## src/logic/dfc_pkg.sv

```systemverilog
`default_nettype none
package dfc_pkg;

   // core clock
   localparam int CLK_HZ = 25_000_000;

   // register indices; the byte address is four times the index
   localparam logic [7:0] DIM_IDX   = 8'h7E;
   localparam logic [7:0] RSVD_IDX  = 8'h7F;
   localparam logic [7:0] FSMAP_IDX = 8'h80;
   localparam logic [11:0] DIM_ADDR   = {2'b00, DIM_IDX, 2'b00};
   localparam logic [11:0] RSVD_ADDR  = {2'b00, RSVD_IDX, 2'b00};
   localparam logic [11:0] FSMAP_ADDR = {2'b00, FSMAP_IDX, 2'b00};

   // dimming configuration field positions
   localparam int EXP_BIT   = 7;
   localparam int PHASE_BIT = 6;
   localparam int RES_BIT   = 5;
   localparam int SAVE_BIT  = 4;
   localparam int FREQ_MSB  = 3;
   localparam int FREQ_LSB  = 0;

   // fail-safe map layout: group a in bits 2..0, group b in bits 6..4
   localparam int NUM_OUT      = 6;
   localparam int GRP_A_LSB    = 0;
   localparam int GRP_B_LSB    = 4;
   localparam logic [7:0] MAP_WR_MASK = 8'h77;

   // reset values
   localparam logic [7:0] DIM_RESET   = 8'h00;
   localparam logic [7:0] RSVD_RESET  = 8'h00;
   localparam logic [7:0] FSMAP_RESET = 8'h00;

   // pwm frequency per code in Hz; code Eh repeats the next lower entry
   localparam int FREQ_HZ [16] = '{200, 250, 300, 350, 400, 500, 600, 800,
                                   1000, 1200, 2000, 4000, 5900, 7800, 7800, 20800};
   localparam int PERIOD_W = 17;

   typedef enum logic {DFC_LOAD, DFC_RUN} dfc_state_t;

   // pwm period in core cycles, rounded down
   function automatic logic [PERIOD_W-1:0] dfc_period_of(input logic [3:0] code);
      return PERIOD_W'(CLK_HZ / FREQ_HZ[code]);
   endfunction

endpackage
`default_nettype wire

```

## src/logic/dfc_failsafe_route.sv

```systemverilog
`timescale 1ns/1ps
`default_nettype none
module dfc_failsafe_route
   import dfc_pkg::*;
(
   input  wire logic               clk,
   input  wire logic               rst_b,
   input  wire logic               failsafe_active,
   input  wire logic [NUM_OUT-1:0] map_bits,
   input  wire logic [NUM_OUT-1:0] normal_drive,
   input  wire logic               failsafe_input_first,
   input  wire logic               failsafe_input_second,
   output logic      [NUM_OUT-1:0] out_drive
);

   logic [1:0] fs_meta_reg;
   logic [1:0] fs_sync_reg;

   // two-flop synchroniser for the pin inputs
   always_ff @(posedge clk or negedge rst_b) begin
      if (!rst_b) begin
         fs_meta_reg <= 2'h0;
         fs_sync_reg <= 2'h0;
      end else begin
         fs_meta_reg <= {failsafe_input_second, failsafe_input_first};
         fs_sync_reg <= fs_meta_reg;
      end
   end

   genvar i;
   generate
      for (i = 0; i < NUM_OUT; i++) begin : g_out
         always_ff @(posedge clk or negedge rst_b) begin
            if (!rst_b) begin
               out_drive[i] <= 1'b0;
            // map selects input
            end else if (failsafe_active) begin
               out_drive[i] <= map_bits[i] ? fs_sync_reg[1] : fs_sync_reg[0];
            // normal drive passes
            end else begin
               out_drive[i] <= normal_drive[i];
            end
         end
      end
   endgenerate
endmodule // dfc_failsafe_route
`default_nettype wire

```

## src/logic/dfc_regs.sv

```systemverilog
`timescale 1ns/1ps
`default_nettype none
// Behaviour
// after every reset the dimming and mapping fields load from the stored nonvolatile image.
// dimming bit 7 selects the exponential curve when 1 and the linear curve when 0.
// dimming bit 6 enables phase-shifted pwm between outputs when 1.
// dimming bit 5 enables the 12-bit dimming resolution when 1.
// dimming bit 4 turns digital power save on when 1.
// dimming bits 3..0 pick the pwm frequency from 200 Hz at 0h up to 20800 Hz at Fh.
// the unlisted code Eh keeps the next lower frequency, 7800 Hz.
// the register at 7Fh is fully reserved, resets to 00h and always reads zero.
// the map at 80h holds a0..a2 in bits 0..2 and b0..b2 in bits 4..6, bits 3 and 7 read zero.
// in fail-safe an output with map bit 0 follows the first input, with 1 the second.
// outside fail-safe the map has no effect and outputs follow their normal drive.
module dfc_regs
   import dfc_pkg::*;
(
   input  wire logic                clk,
   input  wire logic                rst_b,
   input  wire logic                psel,
   input  wire logic                penable,
   input  wire logic                pwrite,
   input  wire logic [11:0]         paddr,
   input  wire logic [31:0]         pwdata,
   output logic      [31:0]         prdata,
   output logic                     pready,
   output logic                     pslverr,
   input  wire logic [7:0]          nv_dimming_config,
   input  wire logic [7:0]          nv_failsafe_map,
   input  wire logic                failsafe_active,
   input  wire logic                failsafe_input_first,
   input  wire logic                failsafe_input_second,
   input  wire logic                normal_a_zero,
   input  wire logic                normal_a_one,
   input  wire logic                normal_a_two,
   input  wire logic                normal_b_zero,
   input  wire logic                normal_b_one,
   input  wire logic                normal_b_two,
   output logic                     exponential_curve_enable,
   output logic                     phase_shift_enable,
   output logic                     twelve_bit_resolution_enable,
   output logic                     power_save_enable,
   output logic      [3:0]          dimming_frequency_code,
   output logic      [PERIOD_W-1:0] pwm_period_cycles,
   output logic                     config_loaded,
   output logic                     group_a_output_zero,
   output logic                     group_a_output_one,
   output logic                     group_a_output_two,
   output logic                     group_b_output_zero,
   output logic                     group_b_output_one,
   output logic                     group_b_output_two
);

   dfc_state_t          state_reg;
   logic [7:0]          dimming_config_reg;
   logic [7:0]          failsafe_map_groups_a_b_reg;
   logic [31:0]         prdata_reg;
   logic                pslverr_reg;
   logic [PERIOD_W-1:0] period_reg;
   logic [31:0]         rdata_next;
   logic                err_next;
   logic                wr_go;
   logic [NUM_OUT-1:0]  map_bits;
   logic [NUM_OUT-1:0]  normal_drive;
   logic [NUM_OUT-1:0]  out_drive;

   // load state: one cycle after reset release copies the stored image
   always_ff @(posedge clk or negedge rst_b) begin
      if (!rst_b) begin
         state_reg <= DFC_LOAD;
      end else begin
         case (state_reg)
            DFC_LOAD: state_reg <= DFC_RUN;
            DFC_RUN:  state_reg <= DFC_RUN;
            default:  state_reg <= DFC_LOAD;
         endcase
      end
   end

   // bus stalls until the stored image is in place
   assign pready  = (state_reg == DFC_RUN);
   assign wr_go   = psel && penable && pready && pwrite;
   assign prdata  = prdata_reg;
   assign pslverr = pslverr_reg;

   // dimming configuration register
   always_ff @(posedge clk or negedge rst_b) begin
      if (!rst_b) begin
         dimming_config_reg <= DIM_RESET;
      // load dimming image
      end else if (state_reg == DFC_LOAD) begin
         dimming_config_reg <= nv_dimming_config;
      end else if (wr_go && paddr == DIM_ADDR) begin
         dimming_config_reg <= pwdata[7:0];
      end
   end

   // fail-safe map register
   always_ff @(posedge clk or negedge rst_b) begin
      if (!rst_b) begin
         failsafe_map_groups_a_b_reg <= FSMAP_RESET;
      // load map image
      end else if (state_reg == DFC_LOAD) begin
         failsafe_map_groups_a_b_reg <= nv_failsafe_map & MAP_WR_MASK;
      // reserved bits held zero
      end else if (wr_go && paddr == FSMAP_ADDR) begin
         failsafe_map_groups_a_b_reg <= pwdata[7:0] & MAP_WR_MASK;
      end
   end

   // read mux and error decode
   always_comb begin
      rdata_next = 32'h0000_0000;
      err_next   = 1'b0;
      if (paddr == DIM_ADDR) begin
         rdata_next = {24'h00_0000, dimming_config_reg};
      // reserved register reads zero
      end else if (paddr == RSVD_ADDR) begin
         rdata_next = {24'h00_0000, RSVD_RESET};
      end else if (paddr == FSMAP_ADDR) begin
         rdata_next = {24'h00_0000, failsafe_map_groups_a_b_reg};
      end else begin
         err_next = 1'b1;
      end
   end

   // answer captured ahead of the completing edge
   always_ff @(posedge clk or negedge rst_b) begin
      if (!rst_b) begin
         prdata_reg  <= 32'h0000_0000;
         pslverr_reg <= 1'b0;
      end else if (psel && !(penable && pready)) begin
         prdata_reg  <= pwrite ? 32'h0000_0000 : rdata_next;
         pslverr_reg <= err_next;
      end else begin
         prdata_reg  <= 32'h0000_0000;
         pslverr_reg <= 1'b0;
      end
   end

   // frequency code to pwm period
   // code Eh held at 7800 Hz
   always_ff @(posedge clk or negedge rst_b) begin
      if (!rst_b) begin
         period_reg <= dfc_period_of(DIM_RESET[FREQ_MSB:FREQ_LSB]);
      end else begin
         period_reg <= dfc_period_of(dimming_config_reg[FREQ_MSB:FREQ_LSB]);
      end
   end

   // curve select
   assign exponential_curve_enable     = dimming_config_reg[EXP_BIT];
   // phase shift enable
   assign phase_shift_enable           = dimming_config_reg[PHASE_BIT];
   // resolution enable
   assign twelve_bit_resolution_enable = dimming_config_reg[RES_BIT];
   // power save enable
   assign power_save_enable            = dimming_config_reg[SAVE_BIT];
   assign dimming_frequency_code       = dimming_config_reg[FREQ_MSB:FREQ_LSB];
   assign pwm_period_cycles            = period_reg;
   assign config_loaded                = (state_reg == DFC_RUN);

   assign map_bits = {failsafe_map_groups_a_b_reg[GRP_B_LSB +: 3],
                      failsafe_map_groups_a_b_reg[GRP_A_LSB +: 3]};
   assign normal_drive = {normal_b_two, normal_b_one, normal_b_zero,
                          normal_a_two, normal_a_one, normal_a_zero};

   // per-output fail-safe routing
   // normal drive outside fail-safe
   dfc_failsafe_route u_route (
      .clk                   (clk),
      .rst_b                 (rst_b),
      .failsafe_active       (failsafe_active),
      .map_bits              (map_bits),
      .normal_drive          (normal_drive),
      .failsafe_input_first  (failsafe_input_first),
      .failsafe_input_second (failsafe_input_second),
      .out_drive             (out_drive)
   );

   assign group_a_output_zero = out_drive[0];
   assign group_a_output_one  = out_drive[1];
   assign group_a_output_two  = out_drive[2];
   assign group_b_output_zero = out_drive[3];
   assign group_b_output_one  = out_drive[4];
   assign group_b_output_two  = out_drive[5];
endmodule // dfc_regs
`default_nettype wire

```

## config.mk

```make
export PLATFORM = sky130hd
export DESIGN_NAME = dfc_regs
export DESIGN_NICKNAME = d
export VERILOG_FILES = /design/src/logic/dfc_pkg.sv /design/src/logic/dfc_failsafe_route.sv /design/src/logic/dfc_regs.sv
export SDC_FILE = /design/constraint.sdc
export NUM_CORES = 1
export LEC_CHECK = 0
export BUFFER_PORTS_ARGS = -buffer_cell sky130_fd_sc_hd__buf_4
export CORE_ASPECT_RATIO = 1.25
export CORE_MARGIN = 2
export CORE_UTILIZATION = 30
export DETAILED_ROUTE_END_ITERATION = 7
export GPL_ROUTABILITY_DRIVEN = 0
export HOLD_SLACK_MARGIN = 0.08
export PLACE_DENSITY = 0.45
export SLEW_MARGIN = 20
export SYNTH_ARGS = -nofsm -noshare
export SYNTH_HDL_FRONTEND = slang
export SYNTH_SLANG_ARGS = --single-unit
```

## constraint.sdc

```tcl
create_clock -name clk -period 117.8 [get_ports clk]
set_input_delay 0 -clock clk [delete_from_list [all_inputs] [get_ports clk]]
set_output_delay 0 -clock clk [all_outputs]
set_load 0.01 [all_outputs]
```

==> flow_metrics.py <==
metrics = {
    "final_layout": {
        "drive_gt1_frac": 0.106,
        "final_nets": 3768,
        "largest_reg_flops": 17,
        "design_area_um2": 26000,
        "area_growth_pct": 10.1,
    },
    "detailed_routing": {
        "vias": 24638,
        "drtIter0Drc": 1192,
        "drc": 0,
        "vias_per_cell": 5.52,
        "drtAntennaViolNets": 0,
        "totalWireLength_um": 77700,
        "routedWlPerCell_um": 17.4,
        "firstDrtPassIters": 5,
    },
    "sta": {
        "period_needed_ns": 84.50,
        "rsz0062_at_grt": "no",
        "tightest_slew_ns": 1.01,
        "fin_skew_ns": 0.0265,
        "setup_tns_ns": 0,
        "drv_slew": 0,
        "finalHoldViolCount": 0,
        "min_period_over_period": 0.717,
        "setup_viol": 0,
        "clock.fmax_mhz": 11.8,
        "relSlewSlack": 0.322,
    },
    "floorplan": {
        "die_area_um2": 81000,
        "initial_core_util": 0.302,
        "die_y_um": 318,
        "fp-row-count": 115,
        "fp.dieW_um": 255,
        "io_pins": 140,
        "core-area_um2": 78300,
    },
    "setup_path": {
        "slowest_delay_ns": 0.84,
        "critPathRequiredTime_ns": 117.99,
        "cp-startpoint": "dimming_config_reg[0]$_DFFE_PN0P_",
        "r2r_cells": 382,
        "worstPathMaxFanout": 26,
        "cp.arrival_ns": 84.69,
        "timing.rr.end": "pwm_period_cycles[0]$_DFF_PN0_",
        "cp-end-kind": "register",
        "startpoint_type": "register",
        "cp_common_cell": "o21a_1",
        "crit_end": "pwm_period_cycles[0]$_DFF_PN0_",
        "setup.worst_path.class": "register to register",
        "slowest_stage": "nor2_1",
        "timing.rr.start": "dimming_config_reg[0]$_DFFE_PN0P_",
        "rrSetupSlack_ns": 33.30,
    },
    "synthesis": {
        "synth-warning-count": 0,
        "syn_area_um2": 23600,
        "synth-async-reset-ratio": 1.00,
        "yosysSeqAreaShare": 0.0544,
        "syn_avg_cell_area_um2": 7.07,
        "netlist_top_cells_area": "ha_1, a21oi_1, nor2_1",
        "syn_inst": 3340,
        "synth_area_leader_cell": "ha_1",
        "yosysTopAreaCellShare": 0.149,
        "synth_edf_count": 0,
        "ys_seq_elements": 51,
        "synth.distinct_cells": 134,
        "ys.flop_type": "dfrtp_1",
    },
    "clock_network": {
        "clk_pin_slew_ns": 0.10,
        "cts.sinks": 51,
        "clockBufferDepth": 2,
        "cts-root-buf": "clkbuf_16",
        "insertion_delay_ns": 0.33,
        "h-tree-depth": 2,
        "tritoncts": "built",
        "cts_buffers": 5,
    },
    "placed_design": {
        "numPortBuffers": 89,
        "hpwl_um": 62000,
        "postPlaceCellArea_um2": 25400,
    },
    "global_route": {
        "grt_overflow": 0,
        "grt_pass1_wl_um": 125000,
        "grt_use_total": 0.187,
        "grt_antenna_before_repair": 0,
        "grt_max_degree": 52,
        "grt_pass1_vias": 24098,
    },
    "run": {
        "cap_violations": 0,
    },
    "worst_hold_path": {
        "holdCritPathClass": "input port to register",
    },
    "outcome": {
        "status": "complete, no violations",
    },
}
## how the worst min path moves through the flow
stage | slack (ns) | cells after the start | end | from
after CTS | 0.11 | 4 | pslverr$_DFF_PN0_ | paddr[8]
after global routing | 0.14 | 4 | pslverr$_DFF_PN0_ | paddr[8]
after detailed placement | 0.11 | 1 | u_route.fs_meta_reg[0]$_DFF_PN0_ | failsafe_input_first
final | 0.11 | 4 | pslverr$_DFF_PN0_ | paddr[8]
after global placement | 0.11 | 1 | u_route.fs_meta_reg[0]$_DFF_PN0_ | failsafe_input_first
after floorplan | -0.30 | 0 | config_loaded$_DFF_PN0_ | rst_b
## repair_timing
item	CTS	global route
setup buffers	0	0
hold buffers	45	0
hold endpoints to repair	75	0
gates resized for setup	0	0
## metrics by stage
stage / util / hold slack (ns) / worst slack [ns] / cells
2_1_floorplan: - / -0.296 / 42.42 / 3369
3_3_place_gp: 0.325 / 0.111 / 32.81 / 4413
3_5_place_dp: 0.325 / 0.111 / 33.19 / 4413
4_1_cts: 0.332 / 0.107 / 32.88 / 4466
5_1_grt: 0.332 / 0.142 / 25.05 / 4466
6_report: 0.332 / 0.109 / 33.30 / 4467
## placed cells by master, fill, tap and decap left out, types with 29 or more instances in the layout
cell | netlist | routed
o21bai_1 | 32 | 32
a21o_1 | 91 | 91
nor3_1 | 135 | 134
mux2i_1 | 58 | 58
o21ai_0 | 191 | 190
dlygate4sd3_1 | 0 | 45
xnor2_1 | 122 | 122
a211oi_1 | 29 | 29
inv_1 | 100 | 100
o21a_1 | 108 | 108
or3_1 | 45 | 45
dfrtp_1 | 44 | 44
and2_1 | 35 | 35
a31oi_1 | 32 | 31
mux2_2 | 57 | 57
xor2_1 | 69 | 69
nand2b_1 | 78 | 78
and3_1 | 36 | 36
nand4_1 | 31 | 31
or2_2 | 42 | 42
nor4_1 | 30 | 30
o31ai_1 | 52 | 52
a21oi_1 | 295 | 293
nor2b_1 | 45 | 45
nand2_1 | 231 | 231
conb_1 | 2 | 31
nand3_1 | 72 | 71
nor2_1 | 380 | 380
ha_1 | 282 | 282
buf_4 | 31 | 126
## synth_stat cells, drive strengths merged (15+ instances only)
cell	instances
nor2	383
a21oi	299
ha	282
nand2	232
o21ai	213
nor3	147
xnor2	123
inv	113
o21a	109
a21o	91
nand2b	78
nand3	74
xor2	70
clkbuf	69
buf	66
mux2	64
mux2i	58
o31ai	54
or2	50
or3	46
nor2b	45
dfrtp	44
and2	36
and3	36
nor4	35
a211oi	33
a31oi	33
o21bai	33
nand4	32
o211ai	28
o31a	20
a211o	17
a2111oi	16
o22ai	15
or4	15
## cells by family after synthesis
kind of cell | synth area share
AO/OA/AOI/OAI | 0.338
XOR/XNOR | 0.0722
adder cells (fa/ha/maj) | 0.149
buffers and inverters | 0.0462
flip-flops | 0.0544
multiplexers | 0.0564
other | 0.000318
AND/OR/NAND/NOR | 0.283
## layer usage
| metal | part of all wire | GRT usage | routed length, um | up-vias |
|---|---|---|---|---|
| li1 | - | - | - | 12742 |
| met1 | 0.44 | 0.225 | 34100 | 11482 |
| met2 | 0.52 | 0.362 | 40700 | 348 |
| met3 | 0.020 | 0.00745 | 1570 | 66 |
| met4 | 0.018 | 0.0363 | 1360 | 0 |
| met5 | 0 | 0 | 0 | - |
## final cells by class
cell class              count  area (um2)
well taps                1053        1320
diodes                      1        2.50
clock buffers               5         125
multi-input cells        3069       21400
fillers                  8595       52300
flip-flops and latches     51        1280
inverters                 114         428
repair buffers            171        1400
clock inverters             3        26.3
## worst max-delay path: cells and delay by family (launching register included)
kind | cells | cell delay, ns
AOI/OAI and AO/OA | 209 | 45.97
xor gates and xnor gates | 2 | 0.30
adders and majority gates | 26 | 8.27
buffers and inverters | 31 | 5.98
DFF | 1 | 0.74
muxes | 5 | 1.52
and+or+nand+nor | 109 | 21.29
Power is left out: the tool's default activity adds up to more than one toggle a clock period on the data nets, which glitch-free logic cannot reach.
